File: src/logic/char_lcd_pkg.sv
// Purpose: shared constants and carriers for the character display command port
// Assumes: 50 MHz pclk, apb register access
// Notes:   execution times scaled from a nominal 270 kHz oscillator
`default_nettype none
package char_lcd_pkg;
   // ****************************************************************
   // register map (byte addresses)
   // ****************************************************************
   localparam logic [11:0] OFS_BUS_CTRL = 12'h000;
   localparam logic [11:0] OFS_BUS_DATA = 12'h004;
   localparam logic [11:0] OFS_STATUS   = 12'h008;
   localparam logic [11:0] OFS_FLAGS    = 12'h00c;
   // bus_ctrl field positions
   localparam int CTRL_SEL_POS = 0;
   localparam int CTRL_DIR_POS = 1;
   // ****************************************************************
   // timing
   // ****************************************************************
   localparam int CLK_HZ      = 50_000_000;
   localparam int LONG_OP_US  = 1530;
   localparam int SHORT_OP_US = 39;
   localparam int DATA_OP_US  = 43;
   localparam int OSC_HZ      = 270_000;
   localparam int LONG_OP_CYC  = LONG_OP_US * (CLK_HZ / 1_000_000);
   localparam int SHORT_OP_CYC = SHORT_OP_US * (CLK_HZ / 1_000_000);
   localparam int DATA_OP_CYC  = DATA_OP_US * (CLK_HZ / 1_000_000);
   localparam int HALF_OSC_CYC = (CLK_HZ + 2 * OSC_HZ - 1) / (2 * OSC_HZ);
   // ****************************************************************
   // memory sizes and reset values
   // ****************************************************************
   localparam int TEXT_DEPTH  = 128;
   localparam int GLYPH_DEPTH = 64;
   localparam logic [7:0] SPACE_CODE = 8'h20;
   localparam logic [6:0] HOME_ADDR  = 7'h00;
   localparam logic [6:0] ROW0_LAST  = 7'h27;
   localparam logic [6:0] ROW1_FIRST = 7'h40;
   localparam logic [6:0] ROW1_LAST  = 7'h67;
   localparam logic [6:0] ONE_LAST   = 7'h4f;

   typedef struct packed {
      logic view_on;
      logic pointer_visible;
      logic pointer_flash;
      logic step_direction;
      logic whole_view_scroll;
      logic wide_bus_select;
      logic two_row_select;
      logic tall_glyph_select;
   } mode_s;

   localparam mode_s MODE_RESET = '{1'b0, 1'b0, 1'b0, 1'b1, 1'b0, 1'b1, 1'b0, 1'b0};
endpackage
`default_nettype wire
File: src/logic/char_lcd_command_port.sv
// Purpose: instruction decode, memories and address counter of a character display
// Assumes: apb master; writing bus_data performs one strobe with the sel/dir in bus_ctrl
// Notes:   clear-display fills memory one location per cycle while busy
//
// The implementer's own choices: the register offsets and the APB interface to the registers.
`timescale 1ns/10ps
`default_nettype none
// Behaviour
// - data read returns a byte from the memory chosen by the last address set
// - a read with no prior address set may return a stale first byte
// - cursor shift acts like a text address set for reads, loading output data
// - after each data read the counter steps by one per step_direction
// - after a data write the counter steps by one as for reads
// - clear fills text memory with space and homes the counter, about 1.53 ms
// - return home zeroes the counter and view shift, about 1.53 ms
// - entry mode sets step_direction and whole_view_scroll, 39 us
// - display control sets view, pointer and flash flags, 39 us
// - shift instruction moves cursor or view one step, 39 us
// - function set takes bus width, rows and glyph height, 39 us
// - glyph address set loads counter and selects glyph memory, 39 us
// - text address set loads counter and selects text memory, 39 us
// - status read returns busy flag and counter, no execution time
// - data write stores into selected memory, 43 us
// - wide mode moves one byte per strobe on eight lines
// - narrow mode uses only the upper four lines
// - narrow mode sends high nibble then low nibble, reads and writes
// - narrow mode raises busy only after the second nibble
// - wide_bus_select 1 is eight bit, 0 is four bit
// - move_target 0 moves cursor, 1 shifts view; move_way 1 is right
// - text addresses wrap per row in two-line mode, 00h-4fh in one-line
// - busy flag reads 1 while an instruction executes
module char_lcd_command_port (
   // clock and reset
   input  wire logic        pclk,
   input  wire logic        presetn,
   // apb slave
   input  wire logic        psel,
   input  wire logic        penable,
   input  wire logic        pwrite,
   input  wire logic [11:0] paddr,
   input  wire logic [31:0] pwdata,
   output logic             pready,
   output logic             pslverr,
   output logic      [31:0] prdata,
   // display state
   output logic             internal_op_flag,
   output char_lcd_pkg::mode_s mode,
   output logic       [6:0] address_counter
);
   // ****************************************************************
   // bus decode
   // ****************************************************************
   logic        acc;
   logic        wr_ctrl;
   logic        wr_data;
   logic        rd_data;
   logic        cmd_or_data_sel;
   logic        direction_sel;
   logic        nibble_phase;
   logic        glyph_sel;
   logic        read_valid;
   logic [7:0]  out_data;
   logic [7:0]  low_hold;
   logic [6:0]  view_offset;
   logic [20:0] busy_cnt;
   logic [6:0]  clear_idx;
   logic        clearing;
   logic [7:0]  text_mem  [char_lcd_pkg::TEXT_DEPTH];
   logic [7:0]  glyph_mem [char_lcd_pkg::GLYPH_DEPTH];

   // zero wait states: every access ends in its first access cycle
   assign acc     = psel && penable;
   assign pready  = 1'b1;
   assign wr_ctrl = acc && pwrite && paddr == char_lcd_pkg::OFS_BUS_CTRL;
   assign wr_data = acc && pwrite && paddr == char_lcd_pkg::OFS_BUS_DATA;
   assign rd_data = acc && !pwrite && paddr == char_lcd_pkg::OFS_BUS_DATA;
   assign pslverr = acc && paddr != char_lcd_pkg::OFS_BUS_CTRL
                  && paddr != char_lcd_pkg::OFS_BUS_DATA
                  && paddr != char_lcd_pkg::OFS_STATUS
                  && paddr != char_lcd_pkg::OFS_FLAGS;

   always_ff @(posedge pclk or negedge presetn) begin
      if (!presetn) begin
         cmd_or_data_sel <= 1'b0;
         direction_sel   <= 1'b0;
      end else if (wr_ctrl) begin
         cmd_or_data_sel <= pwdata[char_lcd_pkg::CTRL_SEL_POS];
         direction_sel   <= pwdata[char_lcd_pkg::CTRL_DIR_POS];
      end
   end

   // ****************************************************************
   // strobe assembly: one strobe per bus_data access
   // ****************************************************************
   logic       strobe;
   logic       byte_done;
   logic [7:0] wbyte;
   logic [7:0] rbyte;
   logic [7:0] status_byte;

   assign strobe    = wr_data || rd_data;
   // narrow mode completes a byte on the second nibble only
   assign byte_done = strobe && (mode.wide_bus_select || nibble_phase);
   assign wbyte     = mode.wide_bus_select ? pwdata[7:0]
                    : {low_hold[7:4], pwdata[7:4]};
   assign status_byte = {internal_op_flag, address_counter};
   assign rbyte     = cmd_or_data_sel ? out_data : status_byte;

   always_ff @(posedge pclk or negedge presetn) begin
      if (!presetn) begin
         nibble_phase <= 1'b0;
         low_hold     <= 8'h00;
      end else if (strobe && !mode.wide_bus_select) begin
         nibble_phase <= !nibble_phase;
         if (!nibble_phase)
            low_hold <= {pwdata[7:4], 4'h0};
      end else if (mode.wide_bus_select) begin
         nibble_phase <= 1'b0;
      end
   end

   // read data: nibble phase picks high then low half on the upper lines
   always_comb begin
      prdata = 32'h0000_0000;
      unique case (paddr)
         char_lcd_pkg::OFS_BUS_CTRL: prdata = {30'h0, direction_sel, cmd_or_data_sel};
         char_lcd_pkg::OFS_BUS_DATA:
            if (mode.wide_bus_select)
               prdata = {24'h0, rbyte};
            else
               prdata = {24'h0, nibble_phase ? rbyte[3:0] : rbyte[7:4], 4'h0};
         char_lcd_pkg::OFS_STATUS:   prdata = {24'h0, status_byte};
         char_lcd_pkg::OFS_FLAGS:    prdata = {17'h0, view_offset, mode};
         default:                    prdata = 32'h0000_0000;
      endcase
   end

   // ****************************************************************
   // instruction decode
   // ****************************************************************
   logic is_cmd;
   logic is_dwr;
   logic is_drd;
   logic [6:0] step_addr;
   logic [6:0] next_addr;
   logic [6:0] wrap_addr;

   assign is_cmd = byte_done && !cmd_or_data_sel && !direction_sel && !internal_op_flag;
   assign is_dwr = byte_done && cmd_or_data_sel && !direction_sel && !internal_op_flag;
   assign is_drd = byte_done && cmd_or_data_sel && direction_sel;

   // on data accesses glyph addresses roll over six bits; cursor shifts always use text row wrapping
   function automatic logic [6:0] wrap(input logic [6:0] a, input logic up, input logic two,
                                       input logic glyph);
      logic [6:0] r;
      r = up ? a + 7'd1 : a - 7'd1;
      if (glyph)
         r = {1'b0, r[5:0]};
      else if (two) begin
         if (up && a == char_lcd_pkg::ROW0_LAST) r = char_lcd_pkg::ROW1_FIRST;
         else if (up && a == char_lcd_pkg::ROW1_LAST) r = char_lcd_pkg::HOME_ADDR;
         else if (!up && a == char_lcd_pkg::HOME_ADDR) r = char_lcd_pkg::ROW1_LAST;
         else if (!up && a == char_lcd_pkg::ROW1_FIRST) r = char_lcd_pkg::ROW0_LAST;
      end else begin
         if (up && a == char_lcd_pkg::ONE_LAST) r = char_lcd_pkg::HOME_ADDR;
         else if (!up && a == char_lcd_pkg::HOME_ADDR) r = char_lcd_pkg::ONE_LAST;
      end
      return r;
   endfunction

   assign step_addr = wrap(address_counter, mode.step_direction, mode.two_row_select, glyph_sel);
   assign wrap_addr = wrap(address_counter, wbyte[2], mode.two_row_select, 1'b0);

   always_comb begin
      next_addr = address_counter;
      if (is_cmd) begin
         if (wbyte[7])
            next_addr = wbyte[6:0];
         else if (wbyte[6])
            next_addr = {1'b0, wbyte[5:0]};
         else if (wbyte[7:2] == 6'b000001 && !wbyte[3])
            next_addr = address_counter;
         else if (wbyte[7:4] == 4'b0001 && !wbyte[3])
            next_addr = wrap_addr;
         else if (wbyte[7:1] == 7'b0000001 || wbyte == 8'h01)
            next_addr = char_lcd_pkg::HOME_ADDR;
      end else if (is_dwr || is_drd) begin
         next_addr = step_addr;
      end
   end

   always_ff @(posedge pclk or negedge presetn) begin
      if (!presetn)
         address_counter <= char_lcd_pkg::HOME_ADDR;
      else
         address_counter <= next_addr;
   end

   // mode flags and memory select
   always_ff @(posedge pclk or negedge presetn) begin
      if (!presetn) begin
         mode        <= char_lcd_pkg::MODE_RESET;
         glyph_sel   <= 1'b0;
         view_offset <= 7'h00;
      end else if (is_cmd) begin
         if (wbyte[7])
            glyph_sel <= 1'b0;
         else if (wbyte[6])
            glyph_sel <= 1'b1;
         else if (wbyte[5]) begin
            mode.wide_bus_select   <= wbyte[4];
            mode.two_row_select    <= wbyte[3];
            mode.tall_glyph_select <= wbyte[2];
         end else if (wbyte[4]) begin
            if (wbyte[3]) // view shift, counter untouched
               view_offset <= wbyte[2] ? view_offset + 7'd1 : view_offset - 7'd1;
         end else if (wbyte[3]) begin
            mode.view_on         <= wbyte[2];
            mode.pointer_visible <= wbyte[1];
            mode.pointer_flash   <= wbyte[0];
         end else if (wbyte[2]) begin
            mode.step_direction    <= wbyte[1];
            mode.whole_view_scroll <= wbyte[0];
         end else if (wbyte[1]) begin
            view_offset <= 7'h00;
         end else if (wbyte[0]) begin
            view_offset         <= 7'h00;
            mode.step_direction <= 1'b1;
         end
      end else if (is_dwr && mode.whole_view_scroll && !glyph_sel) begin
         // view follows text writes; glyph accesses leave it alone
         view_offset <= mode.step_direction ? view_offset + 7'd1 : view_offset - 7'd1;
      end
   end

   // ****************************************************************
   // execution timer
   // ****************************************************************
   // a command or data-write strobe while busy is dropped, not queued (data reads still act): the host must poll first
   logic [20:0] load_cnt;

   always_comb begin
      load_cnt = 21'd0;
      if (is_dwr)
         load_cnt = 21'(char_lcd_pkg::DATA_OP_CYC);
      else if (is_cmd) begin
         if (wbyte[7:1] == 7'b0000000 || wbyte[7:1] == 7'b0000001)
            load_cnt = 21'(char_lcd_pkg::LONG_OP_CYC);
         else
            load_cnt = 21'(char_lcd_pkg::SHORT_OP_CYC);
         if (wbyte == 8'h00)
            load_cnt = 21'd0;
      end
   end

   // busy only once the full byte is in, i.e. after the second nibble
   always_ff @(posedge pclk or negedge presetn) begin
      if (!presetn)
         busy_cnt <= 21'd0;
      else if (load_cnt != 21'd0)
         busy_cnt <= load_cnt;
      else if (busy_cnt != 21'd0)
         busy_cnt <= busy_cnt - 21'd1;
   end
   assign internal_op_flag = busy_cnt != 21'd0;

   // ****************************************************************
   // memories
   // ****************************************************************
   always_ff @(posedge pclk or negedge presetn) begin
      if (!presetn) begin
         clearing  <= 1'b0;
         clear_idx <= 7'h00;
      end else if (is_cmd && wbyte == 8'h01) begin
         clearing  <= 1'b1;
         clear_idx <= 7'h00;
      end else if (clearing) begin
         clearing  <= clear_idx != 7'h7f;
         clear_idx <= clear_idx + 7'd1;
      end
   end

   // memories carry no reset: contents are undefined until written
   always_ff @(posedge pclk) begin
      if (clearing)
         text_mem[clear_idx] <= char_lcd_pkg::SPACE_CODE;
      else if (is_dwr && !glyph_sel)
         text_mem[address_counter] <= wbyte;
      if (is_dwr && glyph_sel)
         glyph_mem[address_counter[5:0]] <= wbyte;
   end

   // output data register: refilled on address set, cursor shift and each read;
   // after a write it stays stale, so the next read shows the old byte
   always_ff @(posedge pclk or negedge presetn) begin
      if (!presetn) begin
         out_data   <= 8'h00;
         read_valid <= 1'b0;
      end else if (is_cmd && (wbyte[7] || wbyte[7:3] == 5'b00010)) begin
         out_data   <= text_mem[next_addr];
         read_valid <= 1'b1;
      end else if (is_cmd && wbyte[7:6] == 2'b01) begin
         out_data   <= glyph_mem[wbyte[5:0]];
         read_valid <= 1'b1;
      end else if (is_drd) begin
         // prefetch the next byte so back-to-back reads are correct
         out_data   <= glyph_sel ? glyph_mem[step_addr[5:0]] : text_mem[step_addr];
         read_valid <= 1'b1;
      end
   end

   // ****************************************************************
   // checks
   // ****************************************************************
   // stores are compared one edge late, through $past of the write port
   busy_after_write_a: assert property (@(posedge pclk) disable iff (!presetn)
      is_dwr |=> internal_op_flag) else $error("busy not raised after data write");
   step_on_read_a: assert property (@(posedge pclk) disable iff (!presetn)
      is_drd && !glyph_sel && !is_cmd |=> address_counter == $past(step_addr))
      else $error("counter did not step after read");
   text_addr_set_a: assert property (@(posedge pclk) disable iff (!presetn)
      is_cmd && wbyte[7] |=> address_counter == $past(wbyte[6:0]) && !glyph_sel)
      else $error("text address set wrong");
   glyph_addr_set_a: assert property (@(posedge pclk) disable iff (!presetn)
      is_cmd && wbyte[7:6] == 2'b01 |=> glyph_sel && address_counter[6] == 1'b0)
      else $error("glyph address set wrong");
   short_busy_a: assert property (@(posedge pclk) disable iff (!presetn)
      is_cmd && wbyte[7:4] == 4'b0001 |=> internal_op_flag [*8])
      else $error("shift busy too short");
   home_addr_a: assert property (@(posedge pclk) disable iff (!presetn)
      is_cmd && wbyte[7:1] == 7'b0000001 |=> address_counter == 7'h00 && view_offset == 7'h00)
      else $error("return home failed");
   first_nibble_a: assert property (@(posedge pclk) disable iff (!presetn)
      strobe && !mode.wide_bus_select && !nibble_phase && !internal_op_flag
      |=> !internal_op_flag) else $error("busy after first nibble");
   entry_mode_a: assert property (@(posedge pclk) disable iff (!presetn)
      is_cmd && wbyte[7:2] == 6'b000001 |=> mode.step_direction == $past(wbyte[1]))
      else $error("entry mode not taken");
   status_read_a: assert property (@(posedge pclk) disable iff (!presetn)
      rd_data && !cmd_or_data_sel && mode.wide_bus_select
      |-> prdata[7:0] == {internal_op_flag, address_counter})
      else $error("status byte wrong");
   clear_home_a: assert property (@(posedge pclk) disable iff (!presetn)
      is_cmd && wbyte == 8'h01 |=> clearing && address_counter == char_lcd_pkg::HOME_ADDR)
      else $error("clear did not start");
   long_busy_a: assert property (@(posedge pclk) disable iff (!presetn)
      is_cmd && wbyte == 8'h01 |=> busy_cnt == 21'(char_lcd_pkg::LONG_OP_CYC))
      else $error("clear busy length wrong");
   space_fill_a: assert property (@(posedge pclk) disable iff (!presetn)
      clearing |=> text_mem[$past(clear_idx)] == char_lcd_pkg::SPACE_CODE)
      else $error("clear left a location unfilled");
   text_store_a: assert property (@(posedge pclk) disable iff (!presetn)
      is_dwr && !glyph_sel |=> text_mem[$past(address_counter)] == $past(wbyte))
      else $error("text byte not stored");
   glyph_store_a: assert property (@(posedge pclk) disable iff (!presetn)
      is_dwr && glyph_sel |=> glyph_mem[$past(address_counter[5:0])] == $past(wbyte))
      else $error("glyph byte not stored");
   view_flags_a: assert property (@(posedge pclk) disable iff (!presetn)
      is_cmd && wbyte[7:3] == 5'b00001 |=> {mode.view_on, mode.pointer_visible,
      mode.pointer_flash} == $past(wbyte[2:0])) else $error("display flags not taken");
   view_shift_a: assert property (@(posedge pclk) disable iff (!presetn)
      is_cmd && wbyte[7:3] == 5'b00011 |=> address_counter == $past(address_counter))
      else $error("view shift moved the counter");
   bus_width_a: assert property (@(posedge pclk) disable iff (!presetn)
      is_cmd && wbyte[7:5] == 3'b001 |=> mode.wide_bus_select == $past(wbyte[4]))
      else $error("bus width not taken");
   row_wrap_a: assert property (@(posedge pclk) disable iff (!presetn)
      is_dwr && !glyph_sel && mode.two_row_select && mode.step_direction
      && address_counter == char_lcd_pkg::ROW0_LAST
      |=> address_counter == char_lcd_pkg::ROW1_FIRST) else $error("row wrap wrong");
endmodule // char_lcd_command_port
`default_nettype wire

File: config.mk
export PLATFORM = sky130hd
export DESIGN_NAME = char_lcd_command_port
export DESIGN_NICKNAME = d
export VERILOG_FILES = /design/src/logic/char_lcd_pkg.sv /design/src/logic/char_lcd_command_port.sv
export SDC_FILE = /design/constraint.sdc
export NUM_CORES = 2
export LEC_CHECK = 0
export BUFFER_PORTS_ARGS = -buffer_cell sky130_fd_sc_hd__clkbuf_2
export CAP_MARGIN = 40
export CORE_MARGIN = 1
export CORE_UTILIZATION = 39
export CTS_CLUSTER_SIZE = 30
export DETAILED_ROUTE_END_ITERATION = 6
export GPL_ROUTABILITY_DRIVEN = 0
export HOLD_SLACK_MARGIN = 0.08
export PLACE_DENSITY = 0.55
export SLEW_MARGIN = 0
export SYNTH_ARGS = -nofsm -noshare
export SYNTH_HDL_FRONTEND = slang
export SYNTH_SLANG_ARGS = --single-unit
File: constraint.sdc
create_clock -name pclk -period 12.2 [get_ports pclk]
set_input_delay 1.83 -clock pclk [delete_from_list [all_inputs] [get_ports pclk]]
set_output_delay 1.83 -clock pclk [all_outputs]
set_load 0.01 [all_outputs]
**After elaboration in Yosys (flattened, before gate mapping)**

Memory sizes are Yosys's and may differ from the RTL's.
Index checks and enable logic that the tools add are counted.

- $add $sub $neg: 6
- Multiply operators: 0
- Divide/modulo/power cells: 0
- Magnitude comparators: 0
- Eq/ne operators: 25
- Shift operators: 0
- Mux-type cells: 73
- Bitwise logic cells: 6
- Reduce and logical (&&, ||, !) cells: 76

Operators with widths:

| operator | count |
|---|---|
| $mux 7 | 40 |
| $mux 21 | 5 |
| $mux 8 | 8 |
| $pmux 15 s4 | 1 |
| $reduce_bool 21->1 | 2 |
| $logic_and 1x1->1 | 38 |
| $eq 12x4->1 const B | 2 |
| $ne 12x4->1 const B | 2 |
| $add 7x1->7 const B | 3 |
| $eq 7x7->1 const B | 3 |
| $sub 21x1->21 const B | 1 |
| $mux 1 | 17 |
| $mux 17 | 1 |
| $reduce_and 8->1 | 2 |
| $logic_not 7->1 | 2 |
| $sub 7x1->7 const B | 2 |
| $eq 12x3->1 const B | 1 |
| $logic_not 12->1 | 1 |
| $ne 12x3->1 const B | 1 |
| $reduce_bool 12->1 | 1 |
| $reduce_bool 2->1 | 6 |
| $logic_not 1->1 | 10 |
| $ne 3x3->1 const B | 3 |
| $eq 8x1->1 const B | 1 |
| other kinds (20) | 33 |

- Register bits after elaboration: 67
- Bits in latches: 0
- RAM bits: 1536
- Memory bits (read-only): 0
- Logic and storage cells: 207
- Memories kept: 2

Memory list:

| memory | words | bits a word | read ports | clocked after Yosys merged registers in | write ports | RTL line | RTL |
|---|---|---|---|---|---|---|---|
| text_mem | 128 | 8 | 2 | 0 | 1 | char_lcd_command_port.sv:68 | `logic [7:0] text_mem [char_lcd_pkg::TEXT_DEPTH];` |
| glyph_mem | 64 | 8 | 2 | 0 | 1 | char_lcd_command_port.sv:69 | `logic [7:0] glyph_mem [char_lcd_pkg::GLYPH_DEPTH];` |

**Logic depth before layout (Yosys ltp)**

An unclocked memory read counts as a cell.

- Depth after elaboration: 15
- Mapped depth: 22
- Gate-level depth less buffers: 15

**Worst setup path after synthesis**

OpenSTA, ideal clock, no wires.

- Path kind: input port to flip-flop
- From: input port paddr[11]
- To: memory text_mem[0][0], data pin
- Data arrival time: 7533 ps
- Setup slack: 3869 ps
- Stages: 9
- Cells stage by stage: or4_1 or4_1 buf_2 or3_4 or2_1 or3_1 or3_1 clkbuf_1 nor2_1

- Longest elaborated chain between the ends: 13

RTL lines:

| what | RTL line | RTL |
|---|---|---|
| from (decl) | char_lcd_command_port.sv:40 | `input wire logic [11:0] paddr,` |
| $eq 12x3->1 (*) | char_lcd_command_port.sv:75, char_lcd_command_port.sv:76 |  |
| $logic_and 1x1->1, on equally long branches | char_lcd_command_port.sv:75, char_lcd_command_port.sv:76 |  |
| $logic_or 1x1->1 (*) | char_lcd_command_port.sv:101 | `assign strobe = wr_data \|\| rd_data;` |
| $logic_and 1x1->1 (*) | char_lcd_command_port.sv:103 | `assign byte_done = strobe && (mode.wide_bus_select \|\| nibble_phase);` |
| $logic_and 1x1->1 (*) (3 in series) | char_lcd_command_port.sv:149 | `assign is_dwr = byte_done && cmd_or_data_sel && !direction_sel && !internal_op_flag;` |
| $logic_and 1x1->1 (*) | char_lcd_command_port.sv:287 | `else if (is_dwr && !glyph_sel)` |
| $mux 1 (*) | char_lcd_command_port.sv:287 |  |
| $mux 1 (*) | char_lcd_command_port.sv:285 | `if (clearing)` |
| $mux 1 (implied by the code) (*) | char_lcd_command_port.sv:288 | `text_mem[address_counter] <= wbyte;` |
| $reduce_or 8->1 (no source line) (*) | - |  |
| $mux 8 (no source line) (*) | - |  |
| to (decl) | char_lcd_command_port.sv:68 |  |

Every way passes the cells marked *; elsewhere a longest branch is shown, timed or not.

**Worst setup path after layout**

- From: register address_counter[0]
- To: register out_data[2]

- Longest elaborated chain between the ends: 14

RTL lines:

| what | RTL line | RTL |
|---|---|---|
| from (decl) | char_lcd_command_port.sv:48 | `output logic [6:0] address_counter` |
| from (signal assigned) | char_lcd_command_port.sv:194 | `address_counter <= char_lcd_pkg::HOME_ADDR;` |
| from (signal assigned) | char_lcd_command_port.sv:196 | `address_counter <= next_addr;` |
| $sub 7x1->7 (tied with other cells) | char_lcd_command_port.sv:156 | `r = up ? a + 7'd1 : a - 7'd1;` |
| $mux 7 / $logic_and 1x1->1 (equally long branches) | char_lcd_command_port.sv:156, char_lcd_command_port.sv:163 |  |
| $mux 7 | char_lcd_command_port.sv:163 | `else if (!up && a == char_lcd_pkg::ROW1_FIRST) r = char_lcd_pkg::ROW0_LAST;` |
| $mux 7 | char_lcd_command_port.sv:162 | `else if (!up && a == char_lcd_pkg::HOME_ADDR) r = char_lcd_pkg::ROW1_LAST;` |
| $mux 7 | char_lcd_command_port.sv:161 | `else if (up && a == char_lcd_pkg::ROW1_LAST) r = char_lcd_pkg::HOME_ADDR;` |
| $mux 7 | char_lcd_command_port.sv:160 | `if (up && a == char_lcd_pkg::ROW0_LAST) r = char_lcd_pkg::ROW1_FIRST;` |
| $mux 7 | char_lcd_command_port.sv:159 | `else if (two) begin` |
| $mux 7 | char_lcd_command_port.sv:183 | `else if (wbyte[7:4] == 4'b0001 && !wbyte[3])` |
| $mux 7 | char_lcd_command_port.sv:181 | `else if (wbyte[7:2] == 6'b000001 && !wbyte[3])` |
| $mux 7 | char_lcd_command_port.sv:179 | `else if (wbyte[6])` |
| $mux 7 | char_lcd_command_port.sv:177 | `if (wbyte[7])` |
| $mux 7 | char_lcd_command_port.sv:176 | `if (is_cmd) begin` |
| $mem_v2 128x8 | - |  |
| $mux 8 (*) | char_lcd_command_port.sv:299 | `end else if (is_cmd && (wbyte[7] \|\| wbyte[7:3] == 5'b00010)) begin` |
| to (signal assigned) | char_lcd_command_port.sv:300 | `out_data <= text_mem[next_addr];` |
| to (signal assigned) | char_lcd_command_port.sv:303 | `out_data <= glyph_mem[wbyte[5:0]];` |
| to (signal assigned) | char_lcd_command_port.sv:307 | `out_data <= glyph_sel ? glyph_mem[step_addr[5:0]] : text_mem[step_addr];` |
| to (decl) | char_lcd_command_port.sv:62 | `logic [7:0] out_data;` |

Every way passes the cells marked *; elsewhere a longest branch is shown, timed or not. The select of a mux whose other input is x is not followed.
A chain may end at the register's enable or synchronous reset.

==> impl_table.tex <==
\begin{tabular}{lr}
\hline
Metric & Value \\
\hline
\multicolumn{2}{l}{\textbf{CTS}} \\
\quad Number of clock buffers inserted by TritonCTS & 177 \\
\quad Worst-path clk slew & 60 ps \\
\quad Maximum buffer depth of the clock tree & 3 \\
\quad Setup Buffers After CTS & 0 \\
\quad Latest clock arrival within the worst-skew pair & 870 ps \\
\quad Clock root buffer & sky130\_fd\_sc\_hd\_\_clkbuf\_16 \\
\quad H-tree depth & 4 \\
\quad Total number of clock tree sinks & 1,603 \\
\quad Post-CTS Resized & 0 \\
\quad Post-CTS Hold Buffers & 0 \\
\quad TritonCTS clock tree & yes \\
\multicolumn{2}{l}{\textbf{Routing}} \\
\quad Detailed-route vias per instance & 6.449 \\
\quad Wire length after detailed routing & 309,500 um \\
\quad Number of nets still failing antenna checks after routing & 0 \\
\quad Average wire per standard cell & 30.01 um \\
\quad DRT iter0 DRCs & 9,523 \\
\quad Detailed-route DRC error count & 0 \\
\quad Number of vias after detailed routing & 66,499 \\
\quad Length of the first detailed-routing pass in iterations & 6 \\
\multicolumn{2}{l}{\textbf{Timing}} \\
\quad Minimum clock period after layout & 7947 ps \\
\quad Worst-case headroom to the max-slew limit & 30.76\% \\
\quad Final Cycle Share & 65.14\% \\
\quad Accumulated negative setup slack & 0 ps \\
\quad Max Transition Viols Final & 0 \\
\quad Setup WS post-layout & 4253 ps \\
\quad Maximum clock rate & 125.8 MHz \\
\quad Endpoints failing setup & 0 \\
\quad Count of final hold-check violations & 0 \\
\quad Worst hold slack & 476.0 ps \\
\quad Slew at the pin with the worst max-slew slack & 1039 ps \\
\quad Clk\_skew & 56.51 ps \\
\quad RSZ-0062 raised after global routing & false \\
\multicolumn{2}{l}{\textbf{Synthesis}} \\
\quad Avg Inst Size Synth & 10.92 um\^{}2 \\
\quad Number of flops mapped to enable cells by yosys & 1,536 \\
\quad Register bit count reported by yosys & 1,603 \\
\quad Number of unique standard cell types used by synthesis & 90 \\
\quad Post-synth top flop & sky130\_fd\_sc\_hd\_\_edfxtp\_1 \\
\quad Warnings, synthesis & 0 \\
\quad Cell types with the largest area share after synthesis & sky130\_fd\_sc\_hd\_\_edfxtp\_1, sky130\_fd\_sc\_hd\_\_nand2\_1, sky130\_fd\_sc\_hd\_\_mux4\_2 \\
\quad Number of instances in the synthesized netlist & 7,445 \\
\quad Synth area leader & sky130\_fd\_sc\_hd\_\_edfxtp\_1 \\
\quad Top post-synthesis cells by count & sky130\_fd\_sc\_hd\_\_nand2\_1, sky130\_fd\_sc\_hd\_\_edfxtp\_1, sky130\_fd\_sc\_hd\_\_nand3\_1 \\
\quad Dominant cell by count in the synthesized netlist & sky130\_fd\_sc\_hd\_\_nand2\_1 \\
\quad Post-synthesis instance area & 0.08129 mm\^{}2 \\
\quad Proportion of synthesized flip-flops having asynchronous set or reset & 4.180\% \\
\quad Seq/Total Area, Yosys & 58.81\% \\
\quad Area share of the largest cell type after synthesis & 56.74\% \\
\multicolumn{2}{l}{\textbf{Power and ir drop}} \\
\quad PD cells & 128.8 mW/mm\^{}2 \\
\quad P\_leak & 30.29 nW \\
\quad Worst voltage drop across the vdd grid & 0.0001511 V \\
\multicolumn{2}{l}{\textbf{Floorplan}} \\
\quad Total number of placement rows & 167 \\
\quad Core region area & 0.2071 mm\^{}2 \\
\quad Floorplan die height & 458.5 um \\
\quad Horizontal die dimension & 458.5 um \\
\quad Die Area & 0.2103 mm\^{}2 \\
\quad Initial cell density of the core & 39.26\% \\
\quad Count of pins on the block boundary & 99 \\
\multicolumn{2}{l}{\textbf{GRT}} \\
\quad Met1 Usage GRT & 39.53\% \\
\quad GR met2 Demand/Resource & 42.69\% \\
\quad Grt peak-use layer & met2 \\
\quad Global-route total usage across every layer & 28.64\% \\
\quad Vias in the first global route & 61,886 \\
\quad Antenna violations before repair & 11 \\
\quad Fraction of met3 tracks used by global routing & 7.344\% \\
\quad First-pass GRT wire length & 441,100 um \\
\quad Maximum number of pins on one net before global-route repair & 160 \\
\quad Total grt overflow & 0 \\
\multicolumn{2}{l}{\textbf{Layout}} \\
\quad Filler cells & 19,120 \\
\quad Count of non-filler cells in the finished layout & 10,312 \\
\quad Sequential cell area & 0.04780 mm\^{}2 \\
\quad Final net count & 7,429 \\
\quad Layout cell share with drive strength beyond 1 & 11.96\% \\
\quad Utilization of the core after routing & 44.24\% \\
\quad Area taken by multi-input logic gates & 0.03096 mm\^{}2 \\
\quad Synth-to-Final Area Change & 12.69\% \\
\multicolumn{2}{l}{\textbf{Placement}} \\
\quad Placed Instances & 9,980 \\
\quad Worst slack at placement & 3660 ps \\
\quad IO Port Bufs & 56 \\
\quad Detailed placer's ending HPWL & 194,700 um \\
\multicolumn{2}{l}{\textbf{Critical path}} \\
\quad Critical Path End Type & flip-flop \\
\quad Launching element type of the critical path & flip-flop \\
\quad Startpoint of the worst register-to-register path & address\_counter[0] \\
\quad Worst Path Arrival & 8620 ps \\
\quad Slack of the worst reg-to-reg path & 4250 ps \\
\quad R2r endpoint & out\_data[2] \\
\quad Startpoint-to-endpoint class of the critical path & reg2reg \\
\quad Critical Path Sink & out\_data[2] \\
\quad Slowest Stage Delay on Critical Path & 830 ps \\
\quad CP Data Required Time & 12,880 ps \\
\quad Cell Chain, Critical Path & inv\_1 -> ha\_1 -> nor3b\_1 -> nand4\_1 -> buf\_4 -> nand2\_4 -> buf\_12 -> buf\_4 -> mux2i\_1 -> a32oi\_1 -> a31oi\_1 -> or3\_1 -> a21oi\_1 -> o311ai\_0 -> a21oi\_1 -> a211oi\_1 -> o211ai\_1 \\
\quad Cell with the largest stage delay on the worst path & sky130\_fd\_sc\_hd\_\_buf\_4 \\
\quad CP Launch Point & address\_counter[0] \\
\quad R2R cell count & 17 \\
\quad Crit path max fanout & 104 \\
\multicolumn{2}{l}{\textbf{Worst hold path}} \\
\quad HP Class & reg2reg \\
\multicolumn{2}{l}{\textbf{Run}} \\
\quad Number of max-cap violations & 0 \\
\multicolumn{2}{l}{\textbf{Outcome}} \\
\quad Status & complete, no violations \\
\hline
\end{tabular}
==> worst min path at each step <==
stage          slack, ps      startpoint  depth (start not counted)        endpoint
6_report             480  view_offset[6]                          1  view_offset[6]
3_5_place_dp         460  view_offset[6]                          1  view_offset[6]
2_1_floorplan        440    busy_cnt[19]                          1    busy_cnt[19]
4_1_cts              470  view_offset[6]                          1  view_offset[6]
5_1_grt              500  view_offset[6]                          1  view_offset[6]
3_3_place_gp         460    busy_cnt[19]                          1    busy_cnt[19]
==> through the flow <==
stage / power (W) / instance area (um^2)
after floorplan: 0.006290 / 81350
after global placement: 0.006378 / 84220
after detailed placement: 0.006387 / 85700
after CTS: 0.01184 / 91580
after global routing: 0.01206 / 91590
final: 0.01180 / 91610
==> cell type report <==
cell class / count / area share, %
Antenna cell: 7 / 0.01912
Inverter: 26 / 0.1311
Clock buffer: 216 / 5.074
Sequential cell: 1603 / 52.18
Clock inverter: 107 / 1.340
Tap cell: 2788 / 3.808
Timing Repair Buffer: 408 / 3.652
Multi-Input combinational cell: 5157 / 33.79
==> critical path, delay by kind of cell, from the launching register on <==
family / cells / cell delay, ps
compound gates: 7 / 2370
buf+inv: 4 / 2180
simple gates: 4 / 1910
flops: 1 / 700
fa+ha+maj: 1 / 290
mux: 1 / 190
==> per-layer routing <==
metal	share of wire (%)	vias to the layer above	routed length [um]
met5	0.0042	-	13
met4	4.4	2	13710
met3	12	665	36340
met2	44	4240	135800
met1	40	33289	123600
li1	-	28303	-
==> state kept, by name, summed over array words and instances, names as in the netlist <==
name             count
out_data             8
cmd_or_data_sel      1
glyph_sel            1
address_counter      7
low_hold             4
glyph_mem          512
text_mem          1024
view_offset          7
clearing             1
direction_sel        1
nibble_phase         1
clear_idx            7
busy_cnt            21
mode                 8
==> cells by family after synthesis <==
group                    share of synthesized area [%]
AO/OA/AOI/OAI                                    13.24
XOR/XNOR                                        0.2478
adder cells (fa/ha/maj)                         0.1077
buffers and inverters                            3.562
flip-flops                                       58.81
multiplexers                                     5.507
other                                         0.009239
AND/OR/NAND/NOR                                  18.52
==> report_power, final <==
part           leakage [nW]  internal (W)  switching, W
registers              16.2       0.00598     0.0000251
logic                  11.2     0.0000849      0.000189
clock network          2.88       0.00319       0.00233
total                  30.3       0.00925       0.00255
==> placed cells by master (no fill, tap or decap), types with 36 or more instances in the layout <==
| cell | count |
|---|---|
| sky130_fd_sc_hd__or3_1 | 324 |
| sky130_fd_sc_hd__a31oi_1 | 129 |
| sky130_fd_sc_hd__mux2i_1 | 125 |
| sky130_fd_sc_hd__mux4_2 | 135 |
| sky130_fd_sc_hd__dfrtp_1 | 65 |
| sky130_fd_sc_hd__a22oi_1 | 59 |
| sky130_fd_sc_hd__clkbuf_2 | 55 |
| sky130_fd_sc_hd__clkinv_1 | 36 |
| sky130_fd_sc_hd__nor3_1 | 155 |
| sky130_fd_sc_hd__clkbuf_16 | 179 |
| sky130_fd_sc_hd__a211oi_1 | 72 |
| sky130_fd_sc_hd__nand3_1 | 539 |
| sky130_fd_sc_hd__nor2_1 | 331 |
| sky130_fd_sc_hd__nor4_1 | 40 |
| sky130_fd_sc_hd__and3_1 | 117 |
| sky130_fd_sc_hd__nand2_1 | 1639 |
| sky130_fd_sc_hd__a21oi_1 | 310 |
| sky130_fd_sc_hd__o211ai_1 | 323 |
| sky130_fd_sc_hd__buf_4 | 272 |
| sky130_fd_sc_hd__a32oi_1 | 44 |
| sky130_fd_sc_hd__a311oi_1 | 178 |
| sky130_fd_sc_hd__edfxtp_1 | 1536 |
| sky130_fd_sc_hd__o21ai_0 | 95 |
Note: power is estimated with default switching activity, not from simulation.
